===== src/logic/ipc_defs.svh =====
// offsets, field positions and reset values of the priority register bank
`ifndef IPC_DEFS_SVH
`define IPC_DEFS_SVH
`define IPC_IDX_DEBUG_A 2'h0
`define IPC_IDX_DEBUG_B 2'h1
`define IPC_IDX_SYSTEM 2'h2
`define IPC_IDX_PORTS 2'h3
`define IPC_RESET_VAL 16'h0000
`define IPC_MASK_DEBUG_A 16'h3C00
`define IPC_MASK_DEBUG_B 16'h003F
`define IPC_MASK_SYSTEM 16'hFFCF
`define IPC_MASK_PORTS 16'hFFFC
`define IPC_NUM_SRC 20
`define IPC_NUM_DEBUG 5
`define IPC_RESP_OKAY 2'b00
`define IPC_RESP_SLVERR 2'b10
`endif


===== src/logic/ipc_pkg.sv =====
// types of the priority register bank
package ipc_pkg;
    typedef enum logic [1:0] {
        FIELD_OFF = 2'b00,
        FIELD_LOW = 2'b01,
        FIELD_MID = 2'b10,
        FIELD_HIGH = 2'b11
    } ipc_field_t;
    typedef enum logic [1:0] {
        WR_IDLE = 2'b01,
        WR_RESP = 2'b10
    } ipc_wr_state_t;
    typedef enum logic [1:0] {
        RD_IDLE = 2'b01,
        RD_RESP = 2'b10
    } ipc_rd_state_t;
endpackage : ipc_pkg


===== src/logic/ipc_priority_regs.sv =====
// priority register bank with axi4-lite slave and per-source decode
//
// Implementation choice: the AXI4-Lite slave port.
`timescale 1ns/10ps
`default_nettype none
`include "ipc_defs.svh"

module ipc_priority_regs (
    input wire logic sys_clk,
    input wire logic rst_b,
    input wire logic [31:0] s_axi_awaddr,
    input wire logic s_axi_awvalid,
    output logic s_axi_awready,
    input wire logic [31:0] s_axi_wdata,
    input wire logic [3:0] s_axi_wstrb,
    input wire logic s_axi_wvalid,
    output logic s_axi_wready,
    output logic [1:0] s_axi_bresp,
    output logic s_axi_bvalid,
    input wire logic s_axi_bready,
    input wire logic [31:0] s_axi_araddr,
    input wire logic s_axi_arvalid,
    output logic s_axi_arready,
    output logic [31:0] s_axi_rdata,
    output logic [1:0] s_axi_rresp,
    output logic s_axi_rvalid,
    input wire logic s_axi_rready,
    input wire logic [19:0] srcPending,
    output logic [19:0] srcEnable,
    output logic [39:0] srcLevel,
    output logic [19:0] srcRequest
);

    ////////////////////////////////////////////////////////////////////////////
    // helpers

    // byte address -> register index; upper bits must be zero to hit
    function automatic logic addr_hit(input logic [31:0] a);
        addr_hit = (a[31:4] == 28'h000_0000) && (a[1:0] == 2'b00);
    endfunction : addr_hit

    function automatic logic [15:0] reg_mask(input logic [1:0] idx);
        if (idx == `IPC_IDX_DEBUG_A) begin
            reg_mask = `IPC_MASK_DEBUG_A;
        end else if (idx == `IPC_IDX_DEBUG_B) begin
            reg_mask = `IPC_MASK_DEBUG_B;
        end else if (idx == `IPC_IDX_SYSTEM) begin
            reg_mask = `IPC_MASK_SYSTEM;
        end else begin
            reg_mask = `IPC_MASK_PORTS;
        end
    endfunction : reg_mask

    // level from a field; debug sources sit one level higher
    function automatic logic [1:0] field_level(input logic [1:0] f, input logic dbg);
        if (dbg) begin
            field_level = f;
        end else begin
            field_level = f - 2'b01;
        end
    endfunction : field_level

    ////////////////////////////////////////////////////////////////////////////
    // register storage

    logic [15:0] prio_q [4];
    logic [15:0] prio_d [4];

    ////////////////////////////////////////////////////////////////////////////
    // write channel

    ipc_pkg::ipc_wr_state_t wrState_q, wrState_d;
    logic [1:0] bresp_q, bresp_d;
    logic wrFire;
    logic [1:0] wrIdx;
    logic [15:0] wrBits;

    // both address and data must be present; taken together in one cycle
    assign wrFire = (wrState_q == ipc_pkg::WR_IDLE) && s_axi_awvalid && s_axi_wvalid;
    assign s_axi_awready = wrFire;
    assign s_axi_wready = wrFire;
    assign s_axi_bvalid = (wrState_q == ipc_pkg::WR_RESP);
    assign s_axi_bresp = bresp_q;
    assign wrIdx = s_axi_awaddr[3:2];
    assign wrBits = {{8{s_axi_wstrb[1]}}, {8{s_axi_wstrb[0]}}};

    always_comb begin
        wrState_d = wrState_q;
        bresp_d = bresp_q;
        for (int i = 0; i < 4; i++) begin
            prio_d[i] = prio_q[i];
        end
        case (wrState_q)
            ipc_pkg::WR_IDLE: begin
                if (wrFire) begin
                    wrState_d = ipc_pkg::WR_RESP;
                    if (addr_hit(s_axi_awaddr)) begin
                        bresp_d = `IPC_RESP_OKAY;
                        // reserved bits stay zero whatever is written
                        prio_d[wrIdx] = (prio_q[wrIdx] & ~(wrBits & reg_mask(wrIdx)))
                            | (s_axi_wdata[15:0] & wrBits & reg_mask(wrIdx));
                    end else begin
                        bresp_d = `IPC_RESP_SLVERR;
                    end
                end
            end
            ipc_pkg::WR_RESP: begin
                if (s_axi_bready) begin
                    wrState_d = ipc_pkg::WR_IDLE;
                end
            end
            default: begin
                wrState_d = ipc_pkg::WR_IDLE;
            end
        endcase
    end

    always_ff @(posedge sys_clk) begin
        if (!rst_b) begin
            wrState_q <= ipc_pkg::WR_IDLE;
            bresp_q <= `IPC_RESP_OKAY;
            for (int i = 0; i < 4; i++) begin
                prio_q[i] <= `IPC_RESET_VAL;
            end
        end else begin
            wrState_q <= wrState_d;
            bresp_q <= bresp_d;
            for (int i = 0; i < 4; i++) begin
                prio_q[i] <= prio_d[i];
            end
        end
    end

    ////////////////////////////////////////////////////////////////////////////
    // read channel

    ipc_pkg::ipc_rd_state_t rdState_q, rdState_d;
    logic [31:0] rdata_q, rdata_d;
    logic [1:0] rresp_q, rresp_d;

    assign s_axi_arready = (rdState_q == ipc_pkg::RD_IDLE);
    assign s_axi_rvalid = (rdState_q == ipc_pkg::RD_RESP);
    assign s_axi_rdata = rdata_q;
    assign s_axi_rresp = rresp_q;

    always_comb begin
        rdState_d = rdState_q;
        rdata_d = rdata_q;
        rresp_d = rresp_q;
        case (rdState_q)
            ipc_pkg::RD_IDLE: begin
                if (s_axi_arvalid) begin
                    rdState_d = ipc_pkg::RD_RESP;
                    if (addr_hit(s_axi_araddr)) begin
                        rresp_d = `IPC_RESP_OKAY;
                        rdata_d = {16'h0000, prio_q[s_axi_araddr[3:2]]};
                    end else begin
                        rresp_d = `IPC_RESP_SLVERR;
                        rdata_d = 32'h0000_0000;
                    end
                end
            end
            ipc_pkg::RD_RESP: begin
                if (s_axi_rready) begin
                    rdState_d = ipc_pkg::RD_IDLE;
                end
            end
            default: begin
                rdState_d = ipc_pkg::RD_IDLE;
            end
        endcase
    end

    always_ff @(posedge sys_clk) begin
        if (!rst_b) begin
            rdState_q <= ipc_pkg::RD_IDLE;
            rdata_q <= 32'h0000_0000;
            rresp_q <= `IPC_RESP_OKAY;
        end else begin
            rdState_q <= rdState_d;
            rdata_q <= rdata_d;
            rresp_q <= rresp_d;
        end
    end

    ////////////////////////////////////////////////////////////////////////////
    // per-source decode; sources 15-19 are debug, 0-14 system

    logic [39:0] fields;

    // order: breakpoint0, step counter, rx full, tx empty, trace,
    // flash empty, flash done, flash error, lock, low voltage, ext B, ext A,
    // port D, E, F, msg buffer, wake-up, msg error, bus-off, (pad to 20: none)
    assign fields = {
        prio_q[0][13:12], prio_q[0][11:10],
        prio_q[1][5:4], prio_q[1][3:2], prio_q[1][1:0],
        prio_q[2][15:14], prio_q[2][13:12], prio_q[2][11:10], prio_q[2][9:8],
        prio_q[2][7:6], prio_q[2][3:2], prio_q[2][1:0],
        prio_q[3][15:14], prio_q[3][13:12], prio_q[3][11:10], prio_q[3][9:8],
        prio_q[3][7:6],
        prio_q[3][5:4], prio_q[3][3:2],
        2'b00
    };

    // combinational so the decode follows the register on the write edge
    always_comb begin
        for (int s = 0; s < `IPC_NUM_SRC; s++) begin
            srcEnable[19 - s] = (fields[39 - 2*s -: 2] != ipc_pkg::FIELD_OFF);
            srcLevel[2*(19 - s) +: 2] = field_level(fields[39 - 2*s -: 2],
                s < `IPC_NUM_DEBUG);
        end
    end

    // last slot is a spare with no field: permanently disabled
    assign srcRequest = srcPending & srcEnable;
endmodule : ipc_priority_regs
`default_nettype wire


===== config.mk =====
export PLATFORM = sky130hd
export DESIGN_NAME = ipc_priority_regs
export DESIGN_NICKNAME = d
export VERILOG_FILES = /design/src/logic/ipc_pkg.sv /design/src/logic/ipc_priority_regs.sv
export VERILOG_INCLUDE_DIRS = /design/src /design/src/logic
export SDC_FILE = /design/constraint.sdc
export NUM_CORES = 1
export LEC_CHECK = 0
export BUFFER_PORTS_ARGS = -buffer_cell sky130_fd_sc_hd__buf_4
export CAP_MARGIN = 40
export CELL_PAD_IN_SITES_DETAIL_PLACEMENT = 0
export CELL_PAD_IN_SITES_GLOBAL_PLACEMENT = 1
export CORE_MARGIN = 2
export CORE_UTILIZATION = 34
export DETAILED_ROUTE_END_ITERATION = 10
export HOLD_SLACK_MARGIN = 0.12
export PLACE_DENSITY_LB_ADDON = 0.3
export SLEW_MARGIN = 10
export SYNTH_ARGS = -nofsm -noshare
export SYNTH_HDL_FRONTEND = slang
export SYNTH_SLANG_ARGS = --single-unit

===== constraint.sdc =====
create_clock -name sys_clk -period 3.02 [get_ports sys_clk]
set_input_delay 0.604 -clock sys_clk [delete_from_list [all_inputs] [get_ports sys_clk]]
set_output_delay 0.604 -clock sys_clk [all_outputs]
set_load 0.005 [all_outputs]

* After elaboration in Yosys (flattened, before gate mapping) *
Memories as Yosys holds them, arrays and structs flattened.
Index checks and enable logic that the tools add are counted.

word-level totals
  flip-flop bits (word level) = 40
  bits in writable memories = 64
  input bits = 127
  output and inout bits = 121
  logic and storage cells = 104
  memories kept = 1

cells by class
  $add $sub $neg = 14
  magnitude comparators = 2
  eq/ne operators = 10
  muxes and demuxes = 27
  bitwise gates (word level) = 12
  reduce and logical (&&, ||, !) cells = 33

memories
  memory  depth  width  read ports  clocked after Yosys merged registers in  write ports  line                     source
  prio_q  4      16     6           0                                        4            ipc_priority_regs.sv:66  logic [15:0] prio_q [4];

operator list
  cell                 number
  $mux 64              3
  $mux 16              11
  $and 16x16->16       4
  $bwmux 64            1
  $logic_not 28->1     2
  $reduce_bool 2->1    19
  $demux 16 s2         1
  $sub 2x1->2 const B  14
  $and 20x20->20       1
  $not 16->16          1
  $or 16x16->16        1
  $mux 2               6
  $pmux 2 s2           2
  $reduce_and 2->1     4
  $eq 2x1->1 const B   3
  $eq 2x2->1 const B   3
  $logic_not 2->1      3
  $mux 6               1
  $logic_and 1x1->1    5
  $ne 2x1->1 const B   2
  $ne 2x2->1 const B   2
  $or 1x1->1           4
  $ge 3x3->1 const B   1
  $lt 3x1->1 const B   1
  other kinds (2)      3

* Depth between registers and ports, before layout *
Gate-level depths: netlist of the first run.

  depth after elaboration = 16
  depth in mapped cells = 9
  mapped depth without buffers = 6

* Worst setup path before layout of the first run *
Ideal clock, no wire load.

  path kind = input-to-reg
  start point = input s_axi_awaddr[3]
  end point = memory prio_q[0][14]
  library setup time = 0.070 ns
  arrival = 2.432 ns
  data required time = 2.950 ns
  slack = 0.518 ns
  stages on the path = 9
  buffers on the path = 3
  cells stage by stage = buf_2 buf_2 inv_1 ha_1 clkbuf_1 nor3b_2 a21oi_1 or4_1 a21oi_1

RTL lines
  element          line                     source
  start, declared  ipc_priority_regs.sv:11  input wire logic [31:0] s_axi_awaddr,
  end, declared    ipc_priority_regs.sv:66

==> results.md, run 1 <==
- Die area: 16900 sq um
- CTS Hold Bufs: 0
- Synth top area cells: dfxtp_1 32%, mux4_2 13%, mux2i_1 5.9%
- Clk Latency, worst-skew pair: 0.35 ns
- DP HPWL: 12200 microns
- Area leader, netlist: dfxtp_1
- FMAX: 0.465 GHz
- Worst reg2reg path startpoint: wrState_q[1]
- Worst slew margin: 61.2%
- Total CTS buffers: 9
- Hold crit path type: reg2reg
- Post-synth top cells: 86 x dfxtp_1, 67 x inv_1, 54 x nand2_1
- Most frequent cell after synthesis: dfxtp_1
- Worst slack at placement: 0.535 ns
- CP delay by family, top: simple AND/OR/NAND/NOR gates
- P&R area growth vs syn: 34.3%
- Final Hold Slack: 0.446 ns
- Die Y: 130 microns
- Synth Cell Area: 5410 sq um
- WP buf/inv: 2
- Setup Skew: 0.00606 ns
- Buffers on Ports: 206
- Dpl cells: 970
- Row Count: 46
- Post-synthesis cell count: 594
- Leak: 3.22 nW
- CP most frequent cell: a21oi_1
- Via total after detailed routing: 4915
- Post-CTS setup buffer count: 0
- Final-stage net count: 910
- Power density of the placed cells: 372 nW/um^2
- Status: completed
- Post-synth cell types: 41
- Clock Pin Slew Worst Setup and Hold Paths: 0.07 ns
- Worst slew pin tran: 0.579 ns
- Final Util: 46.2%
- RSZ-0062 raised after global routing: false
- Crit start category: primary input
- Number of synthesized flops with an enable pin: 0
- Worst VDD drop: 0.000248 V
- Reg2reg setup slack: 1.17 ns
- R2R depth: 5
- Die width: 130 microns
- Capture point of the worst reg-to-reg path: prio_q[0][9]
- Remaining DRCs: 0
- Post-CTS Resized: 0
- Max-slew violations: 0
- Routed Antenna Nets: 0
- Wirelength per Cell: 16.4 microns
- Sequential share of the synthesized area: 31.8%
- Top cell type's share of synthesized area: 31.8%
- GPL Wtd Cong: 0.792
- Setup-failing EPs final: 0
- Hold depth: 2
- Crit. End Element: register
- CP required: 3.30 ns
- Initial Utilization: 34.4%
- Iter 0 DRT Violations: 262
- Critical path arrival: 2.43 ns
- Number of I/O pins: 248
- Hold Path Sink: s_axi_rdata[12]
- CTS root buffer: clkbuf_16
- Max incr delay on CP: 0.53 ns
- Commonest register cell after synthesis: dfxtp_1
- Hold Crit Start: s_axi_rdata[12]
- GR Overflow Total: 0
- Final period util: 71.3%
- Synthesis Warnings: 0
- Crit path cell chain: buf_4 -> inv_1 -> ha_1 -> nor3b_2 -> a21oi_1 -> or4_1 -> a21oi_1
- Synth Register Bits: 86
- First-pass GRT wire length: 24500 microns
- Setup tns final: 0 ns
- Synthesized area per cell: 9.10 sq um
- Vias/cell: 4.98
- Clock sinks: 86
- Non-Filler Instances: 986
- Vias in the first global route: 4740
- Max Cap Viol: 0
- Final hold violation count: 0
- Initial antenna violation count: 0
- Layout cells sized above 1: 37.5%
- GR Util All Layers: 18.7%
- CTS tree: done
- Clock period minus final worst setup slack: 2.15 ns
- N_diodes: 0
- Worst Slack Setup Final: 0.868 ns
- Maximum root-to-sink buffer count: 2
- CP Class: in2reg
- Crit path max-delay cell type: nor3b_2
- H-tree Lvls: 3
- Largest net degree at the start of global routing: 50
- Routed WL: 16200 microns
- Core area: 15700 sq um
- FILL cells: 1529
- Critical-path maximum fanout: 10
- 1st-pass router iterations: 4
- Async S/R FF share, synth: 0%
[final cells by class]
class	instances	area [sq um]	share of cell area, %
Sequential cell	86	1720	23.7
Clock inverter	6	116	1.60
Clock buffer	10	229	3.15
Multi-Input combinational cell	377	3030	41.7
Inverter	77	289	3.98
Timing Repair Buffer	214	1610	22.1
Tap cell	216	270	3.72
[layer usage]
layer | routed length, microns | vias to the layer above | GRT usage (%)
li1 | - | 2391 | -
met1 | 6580 | 2279 | 23.1
met2 | 8090 | 230 | 33.4
met3 | 1270 | 15 | 2.87
met4 | 216 | 0 | 6.33
met5 | 0 | - | 0
[how the worst max path moves through the flow]
stage,slack [ns],start,to,cells after the start
2_1_floorplan,0.52,s_axi_awaddr[3],prio_q[0][14],9
3_3_place_gp,0.57,s_axi_awaddr[3],prio_q[2][9],7
3_5_place_dp,0.53,s_axi_awaddr[3],prio_q[0][15],7
4_1_cts,0.89,s_axi_awaddr[3],prio_q[0][15],7
5_1_grt,0.70,s_axi_awaddr[3],prio_q[0][15],7
6_report,0.87,s_axi_awaddr[3],prio_q[0][15],7
[per-stage QoR]
stage / area, sq um / power, mW
6_report: 7260 / 2.70
5_1_grt: 7260 / 2.78
3_3_place_gp: 6920 / 1.43
4_1_cts: 7260 / 2.72
2_1_floorplan: 5480 / 1.30
3_5_place_dp: 6920 / 1.43
[logic make-up (layout without fill, tap and decap cells)]
kind of cell / count (synthesis) / in the layout / share of synthesized area (%)
flip-flops: 86 / 86 / 31.8
AND/OR/NAND/NOR: 168 / 168 / 18.4
other: 2 / 22 / 0.139
buffers and inverters: 151 / 307 / 13.5
AO/OA/AOI/OAI: 93 / 93 / 10.2
multiplexers: 76 / 76 / 21.8
adder cells (fa/ha/maj): 18 / 18 / 4.17
[sequential cells by signal (all words and copies together) (netlist names)]
name / count
s_axi_rresp: 1
prio_q: 64
rdState_q: 2
s_axi_rdata: 16
wrState_q: 2
s_axi_bresp: 1
[power by group]
group | leakage [nW] | total [mW] | switching [mW] | internal (mW)
sequential | 0.694 | 1.14 | 0.00266 | 1.14
combinational | 2.36 | 0.263 | 0.121 | 0.141
clock | 0.168 | 1.29 | 0.479 | 0.816
[placed cells by master (no fill, tap or decap), drive strengths merged]
cell    count
nor2        6
nor4       14
nand2b      2
and3       10
or4         4
mux4       32
o21ai      19
buf       214
mux2       12
bufinv      3
dfxtp      86
or2         5
and4        1
o31ai      32
clkbuf     10
nand2      54
and4b       1
a21oi      37
clkinv     11
nand4      34
mux2i      32
nor2b      20
a211oi      1
and3b       1
conb       22
nor3b       3
ha         18
inv        69
and2        6
or3         1
nand3       6
a31oi       4
[worst min-delay path, delay by kind of cell, from the launching register on]
kind	cells	cell delay, ns
AOI/OAI and AO/OA	1	0.05
and+or+nand+nor	1	0.05
DFF	1	0.31
(Power assumes the default switching activity.)
==> run 2: changes to the inputs <==
==> constraint.sdc (replaced) <==
create_clock -name sys_clk -period 2.2 [get_ports sys_clk]
set_input_delay 0.44 -clock sys_clk [delete_from_list [all_inputs] [get_ports sys_clk]]
set_output_delay 0.44 -clock sys_clk [all_outputs]
set_load 0.005 [all_outputs]
==> run 2 against run 1 <==
Via count up 1.3%; critical endpoint is now prio_q[3][7]; sequential share of layout area down 0.19 points; critical path type unchanged; first-iteration DRC count up 21%; routed wire length up 1.5%.
==> results.md, run 2 (synthesis gave the netlist of run 1 again) <==
- H-tree Lvls: 3 (unchanged)
- Initial Utilization: 34.4% (unchanged)
- Final period util: 81.6%
- Crit. End Element: register
- GR Overflow Total: 0 (unchanged)
- Via total after detailed routing: 4980 (+1.3%)
- Critical path arrival: 2.00 ns (-0.43 ns)
- Crit start category: primary input
- CTS root buffer: clkbuf_16
- RSZ-0062 raised after global routing: false
- Setup-failing EPs final: 0 (unchanged)
- First-pass GRT wire length: 24700 microns (+0.87%)
- Max Cap Viol: 0 (unchanged)
- P&R area growth vs syn: 35.4%
- Core area: 15700 sq um (unchanged)
- Max-slew violations: 0 (unchanged)
- Setup tns final: 0 ns (unchanged)
- Total CTS buffers: 9 (unchanged)
- Layout cells sized above 1: 38.3% (+0.80 points)
- Vias in the first global route: 4784 (+0.93%)
- Row Count: 46 (unchanged)
- DP HPWL: 12500 microns (+2.3%)
- Remaining DRCs: 0 (unchanged)
- Leak: 3.26 nW (+1.1%)
- Power density of the placed cells: 472 nW/um^2 (+27%)
- Largest net degree at the start of global routing: 34 (-32%)
- Commonest non-fill, non-tap cells in the layout: 223 x buf_4, 86 x dfxtp_1, 67 x inv_1, 54 x nand2_1, 37 x a21oi_1
- Die area: 16900 sq um (unchanged)
- Clock Pin Slew Worst Setup and Hold Paths: 0.06 ns (about the same)
- Vias/cell: 5.00 (+0.31%)
- Routed Antenna Nets: 0 (unchanged)
- Hold crit path type: in2reg
- Wirelength per Cell: 16.5 microns (+0.45%)
- CTS tree: done
- Buffers on Ports: 206 (unchanged)
- CP Class: in2reg
- Iter 0 DRT Violations: 318 (+21%)
- Clock period minus final worst setup slack: 1.80 ns
- Non-Filler Instances: 996 (+1.0%)
- Area after DPL: 7030 sq um (+1.6%)
- Most common cell after layout, fill and taps aside: buf_4
- Worst VDD drop: 0.000340 V (+37%)
- FMAX: 0.557 GHz
- Post-route cell area: 7320 sq um (+0.81%)
- Final-stage net count: 921 (+1.2%)
- Multi-input logic area: 3040 sq um (+0.21%)
- CTS Hold Bufs: 0 (unchanged)
- Worst slew pin tran: 0.520 ns (-0.0586 ns)
- Max FFs per register: 64 (unchanged)
- CP delay by family, top: simple AND/OR/NAND/NOR gates
- Post-CTS setup buffer count: 0 (unchanged)
- GR Util All Layers: 18.9% (+0.17 points)
- Dpl cells: 981 (+1.1%)
- N_diodes: 0 (unchanged)
- Worst slew margin: 65.3% (+4.1 points)
- CP required: 2.41 ns (-0.89 ns)
- Number of I/O pins: 248 (unchanged)
- GPL Wtd Cong: 0.820 (+3.5%)
- Crit path max-delay cell type: nor4_4
- Overall Power: 3.46 mW (+28%)
- Setup Skew: 0.00488 ns (-0.00118 ns)
- Final hold violation count: 0 (unchanged)
- Routed WL: 16400 microns (+1.5%)
- Clock sinks: 86 (unchanged)
- Maximum root-to-sink buffer count: 2 (unchanged)
- Clk Latency, worst-skew pair: 0.34 ns (about the same)
- Register area: 1720 sq um (unchanged)
- Die width: 130 microns (unchanged)
- Crit path cell chain: buf_4 -> nor4_4 -> nand3_1 -> o31ai_1 -> a21oi_1
- WP buf/inv: 1 (-1)
- 1st-pass router iterations: 5 (+1)
- Post-CTS Resized: 0 (unchanged)
- FILL cells: 1518 (-0.72%)
- Die Y: 130 microns (unchanged)
- Status: completed
- Max incr delay on CP: 0.49 ns (-0.04 ns)
- Critical-path maximum fanout: 9 (-1)
- Top reg by flops: prio_q
- Initial antenna violation count: 0 (unchanged)
## run 2: cell types whose count changed in the layout (fill, tap and decap cells not counted)
cell / previous run / this run
buf_4: 214 / 223
buf_12: 0 / 2
bufinv_16: 3 / 1
clkinv_2: 0 / 2
inv_6: 2 / 0
clkbuf_8: 0 / 1
clkinv_4: 1 / 0
clkinvlp_4: 0 / 1
nor3b_2: 1 / 0
nor3b_4: 0 / 1
## run 2: area by class of cell
| cell class | instances | share of cell area (%) |
|---|---|---|
| Multi-Input combinational cell | 377 | 41.5 |
| Sequential cell | 86 | 23.5 |
| Timing Repair Buffer | 225 | 23.4 |
| Inverter | 77 | 3.95 |
| Tap cell | 216 | 3.69 |
| Clock buffer | 11 | 3.32 |
| Clock inverter | 4 | 0.649 |
## run 2: report_power, final
part | switching [mW] | internal [mW]
Combinational | 0.169 | 0.204
Sequential | 0.00411 | 1.56
Clock | 0.613 | 0.901
## run 2: path summary, 6_finish.rpt
check | start | endpoint | slack, ns | cells after the start
worst max-delay path | s_axi_awaddr[13] | prio_q[3][7] | 0.40 | 5
worst max register to register | wrState_q[1] | prio_q[0][9] | 0.43 | 5
worst min-delay path | s_axi_bready | wrState_q[0] | 0.44 | 3
worst min register to register | s_axi_rdata[1] | s_axi_rdata[1] | 0.44 | 2
## run 2: worst reg2reg max path, cell delays in order (launching register included)
cell	delay, ns
dfxtp_1	0.31
and4b_1	0.37
nand3_1	0.17
buf_12	0.21
or4_1	0.50
a21oi_1	0.15
## run 2: per-stage QoR
step           worst slack (ns)  hold slack [ns]  util, %
2_1_floorplan            0.0263            0.442        -
3_3_place_gp             0.0556            0.435     44.7
3_5_place_dp             0.0299            0.442     44.7
4_1_cts                   0.386            0.430     46.6
5_1_grt                   0.217            0.462     46.6
6_report                  0.405            0.441     46.6
## run 2: metal layers
metal | part of all wire, % | GRT usage [%]
met3 | 7.5 | 3.53
met2 | 49 | 32.9
met4 | 1.3 | 5.57
met5 | 0 | 0
met1 | 42 | 23.9
==> run 3: changes to the inputs <==
--- a/config.mk
+++ b/config.mk
@@ -6,12 +6,13 @@
 export SDC_FILE = /design/constraint.sdc
 export NUM_CORES = 1
 export LEC_CHECK = 0
+export ABC_AREA = 1
 export BUFFER_PORTS_ARGS = -buffer_cell sky130_fd_sc_hd__buf_4
 export CAP_MARGIN = 40
 export CELL_PAD_IN_SITES_DETAIL_PLACEMENT = 0
 export CELL_PAD_IN_SITES_GLOBAL_PLACEMENT = 1
 export CORE_MARGIN = 2
-export CORE_UTILIZATION = 34
+export CORE_UTILIZATION = 29
 export DETAILED_ROUTE_END_ITERATION = 10
 export HOLD_SLACK_MARGIN = 0.12
 export PLACE_DENSITY_LB_ADDON = 0.3
==> constraint.sdc (replaced) <==
create_clock -name sys_clk -period 1.6 [get_ports sys_clk]
set_input_delay 0.32 -clock sys_clk [delete_from_list [all_inputs] [get_ports sys_clk]]
set_output_delay 0.32 -clock sys_clk [all_outputs]
set_load 0.005 [all_outputs]
==> run 3 against run 2 <==
Flip-flop and latch count unchanged; synthesized area increased by 9.7%; critical path type is now reg2out; via count increased by 34%; setup slack got worse by 0.37 ns; critical endpoint is now srcLevel[17]; die area increased by 28%; clock power increased by 58%; sequential share of layout area decreased by 2.8 points; largest power group is now the clock network; non-clock buffer count increased by 40.
==> results.md, run 3 <==
- Setup Skew: 0.00522 ns (+0.000346 ns)
- Clock period minus final worst setup slack: 1.56 ns
- Async S/R FF share, synth: 0% (unchanged)
- Vias in the first global route: 6101 (+28%)
- Vias/cell: 4.57 (-8.6%)
- GR Overflow Total: 0 (unchanged)
- Synth Register Bits: 86 (unchanged)
- Capture point of the worst reg-to-reg path: prio_q[3][13]
- P&R area growth vs syn: 42.1%
- Status: completed
- Synthesis Warnings: 0 (unchanged)
- H-tree Lvls: 3 (unchanged)
- Area leader, netlist: dfxtp_1
- Overall Power: 5.47 mW (+58%)
- Post-synth cell types: 31 (-24%)
- Number of I/O pins: 248 (unchanged)
- Commonest register cell after synthesis: dfxtp_1
- WP buf/inv: 3 (+2)
- Iter 0 DRT Violations: 361 (+14%)
- Most frequent cell after synthesis: nand2_1
- CP most frequent cell: inv_1
- Largest net degree at the start of global routing: 36 (+5.9%)
- CP delay by family, top: flip-flops
- R2R depth: 9 (+4)
- Maximum root-to-sink buffer count: 2 (unchanged)
- Row Count: 52 (+13%)
- Crit path cell chain: inv_1 -> ha_1 -> inv_1 -> buf_4
- Final period util: 97.7%
- Max incr delay on CP: 0.33 ns (-0.16 ns)
- Critical path arrival: 1.24 ns (-0.76 ns)
- Max-slew violations: 0 (unchanged)
- Initial antenna violation count: 0 (unchanged)
- Crit start category: register
- Die Y: 147 microns (+13%)
- GPL Wtd Cong: 0.837 (+2.1%)
- Die width: 147 microns (+13%)
- Sequential share of the synthesized area: 29.0% (-2.8 points)
- Routed Antenna Nets: 0 (unchanged)
- Critical-path maximum fanout: 3 (-6)
- DP HPWL: 16100 microns (+29%)
- Total CTS buffers: 9 (unchanged)
- Max Cap Viol: 0 (unchanged)
- Worst VDD drop: 0.000560 V (+65%)
- CTS root buffer: clkbuf_16
- Reg2reg setup slack: 0.14 ns (-0.29 ns)
- Commonest non-fill, non-tap cells in the layout: 250 x buf_4, 209 x nand2_1, 138 x nor2_1, 124 x nand3_1, 112 x inv_1
- Die area: 21600 sq um (+28%)
- N_diodes: 0 (unchanged)
- Setup-failing EPs final: 0 (unchanged)
- Hold depth: 3 (unchanged)
- RSZ-0062 raised after global routing: false
- Synth Cell Area: 5930 sq um (+9.7%)
- Power density of the placed cells: 649 nW/um^2 (+38%)
- CTS tree: done
- Synthesized area per cell: 6.05 sq um (-34%)
- Clk Latency, worst-skew pair: 0.36 ns (+0.02 ns)
- Crit. End Element: output port
- Post-synth top cells: 211 x nand2_1, 141 x nor2_1, 125 x inv_1
- Initial Utilization: 29.4% (-5.0 points)
- CP Class: reg2out
- Routed WL: 21200 microns (+29%)
- GR Util All Layers: 19.3% (+0.45 points)
- Layout cells sized above 1: 28.8% (-9.6 points)
- Number of synthesized flops with an enable pin: 0 (unchanged)
- Crit path max-delay cell type: dfxtp_1
- Top cell type's share of synthesized area: 29.0% (-2.8 points)
- Final hold violation count: 0 (unchanged)
- Hold Crit Start: s_axi_rready
- Worst reg2reg path startpoint: wrState_q[1]
- Post-synthesis cell count: 980 (+65%)
- First-pass GRT wire length: 32800 microns (+32%)
- Remaining DRCs: 0 (unchanged)
- Most common cell after layout, fill and taps aside: buf_4
- Core area: 20200 sq um (+28%)
- Final-stage net count: 1333 (+45%)
- Hold crit path type: in2reg
- Setup tns final: 0 ns (unchanged)
- CP required: 1.28 ns (-1.13 ns)
- Buffers on Ports: 206 (unchanged)
- 1st-pass router iterations: 7 (+2)
- Top reg by flops: prio_q
- Clock sinks: 86 (unchanged)
- FMAX: 0.640 GHz
- Hold Path Sink: rdState_q[0]
- CTS Hold Bufs: 0 (unchanged)
- Synth top area cells: dfxtp_1 29%, nand2_1 13%, nand3_1 10%
- Via total after detailed routing: 6687 (+34%)
- Max FFs per register: 64 (unchanged)
- Wirelength per Cell: 14.5 microns (-12%)
- Final Hold Slack: 0.209 ns (-0.231 ns)
- Clock Pin Slew Worst Setup and Hold Paths: 0.06 ns (about the same)
- Leak: 4.09 nW (+26%)
==> run 3: layout make-up <==
| cell class | count | area [sq um] |
|---|---|---|
| tap | 270 | 338 |
| clock buffer | 10 | 239 |
| fill | 2257 | 11700 |
| multi-input combinational | 690 | 3310 |
| inverter | 136 | 518 |
| clock inverter | 6 | 93.8 |
| timing repair buffer | 265 | 2180 |
| sequential | 86 | 1750 |
==> run 3: per-stage QoR <==
stage | utilization [%] | cell area (sq um) | worst slack, ns | cells
finish | 41.8 | 8420 | 0.0365 | 1463
global route | 41.8 | 8420 | 0.000829 | 1463
CTS | 41.5 | 8370 | 0.000741 | 1462
detailed placement | 39.8 | 8020 | -0.111 | 1446
global placement | 39.8 | 8020 | -0.106 | 1446
floorplan | - | 6120 | -0.0311 | 1000
==> run 3: what timing repair did <==
item | 4_1_cts | 5_1_grt
gates resized for setup | 10 | 25
setup buffers | 0 | 1
pin swaps | 1 | 2
setup endpoints to repair | 14 | 24
==> run 3: how the worst max path moves through the flow <==
stage                          start       endpoint  slack (ns)  depth (start not counted)
floorplan            s_axi_awaddr[3]   prio_q[2][7]       -0.03                         12
detailed placement  s_axi_awaddr[14]   prio_q[1][7]       -0.11                         10
global placement     s_axi_awaddr[2]   prio_q[2][7]       -0.11                         10
finish                  prio_q[2][1]   srcLevel[17]        0.04                          4
CTS                     prio_q[2][0]   srcLevel[17]      0.0007                          4
global route            prio_q[2][2]  srcRequest[9]      0.0008                          4
==> run 3: where the power goes <==
group / total, mW / leakage [nW] / switching (mW) / internal, mW
Sequential: 2.15 / 0.703 / 0.00592 / 2.15
Combinational: 0.938 / 3.23 / 0.522 / 0.415
Clock: 2.38 / 0.159 / 0.957 / 1.42
==> run 3: layer usage <==
metal	part of all wire (%)	track usage [%]
met1	45	25.3
met2	46	32.5
met5	0	0
met4	1.2	3.89
met3	7.0	4.94
==> run 3: worst reg2reg max path, delay by kind of cell, from the launching register on <==
kind / cells / cell delay (ns)
buffers and inverters: 2 / 0.26
DFF: 1 / 0.31
and+or+nand+nor: 7 / 0.81
==> run 3: cells by family after synthesis <==
kind of cell               Yosys count  share of synthesized area (%)
other                                2                          0.127
DFF                                 86                           29.0
and+or+nand+nor                    494                           35.4
adders and majority gates           18                           3.80
buffers and inverters              224                           18.1
AOI/OAI and AO/OA                  156                           13.6
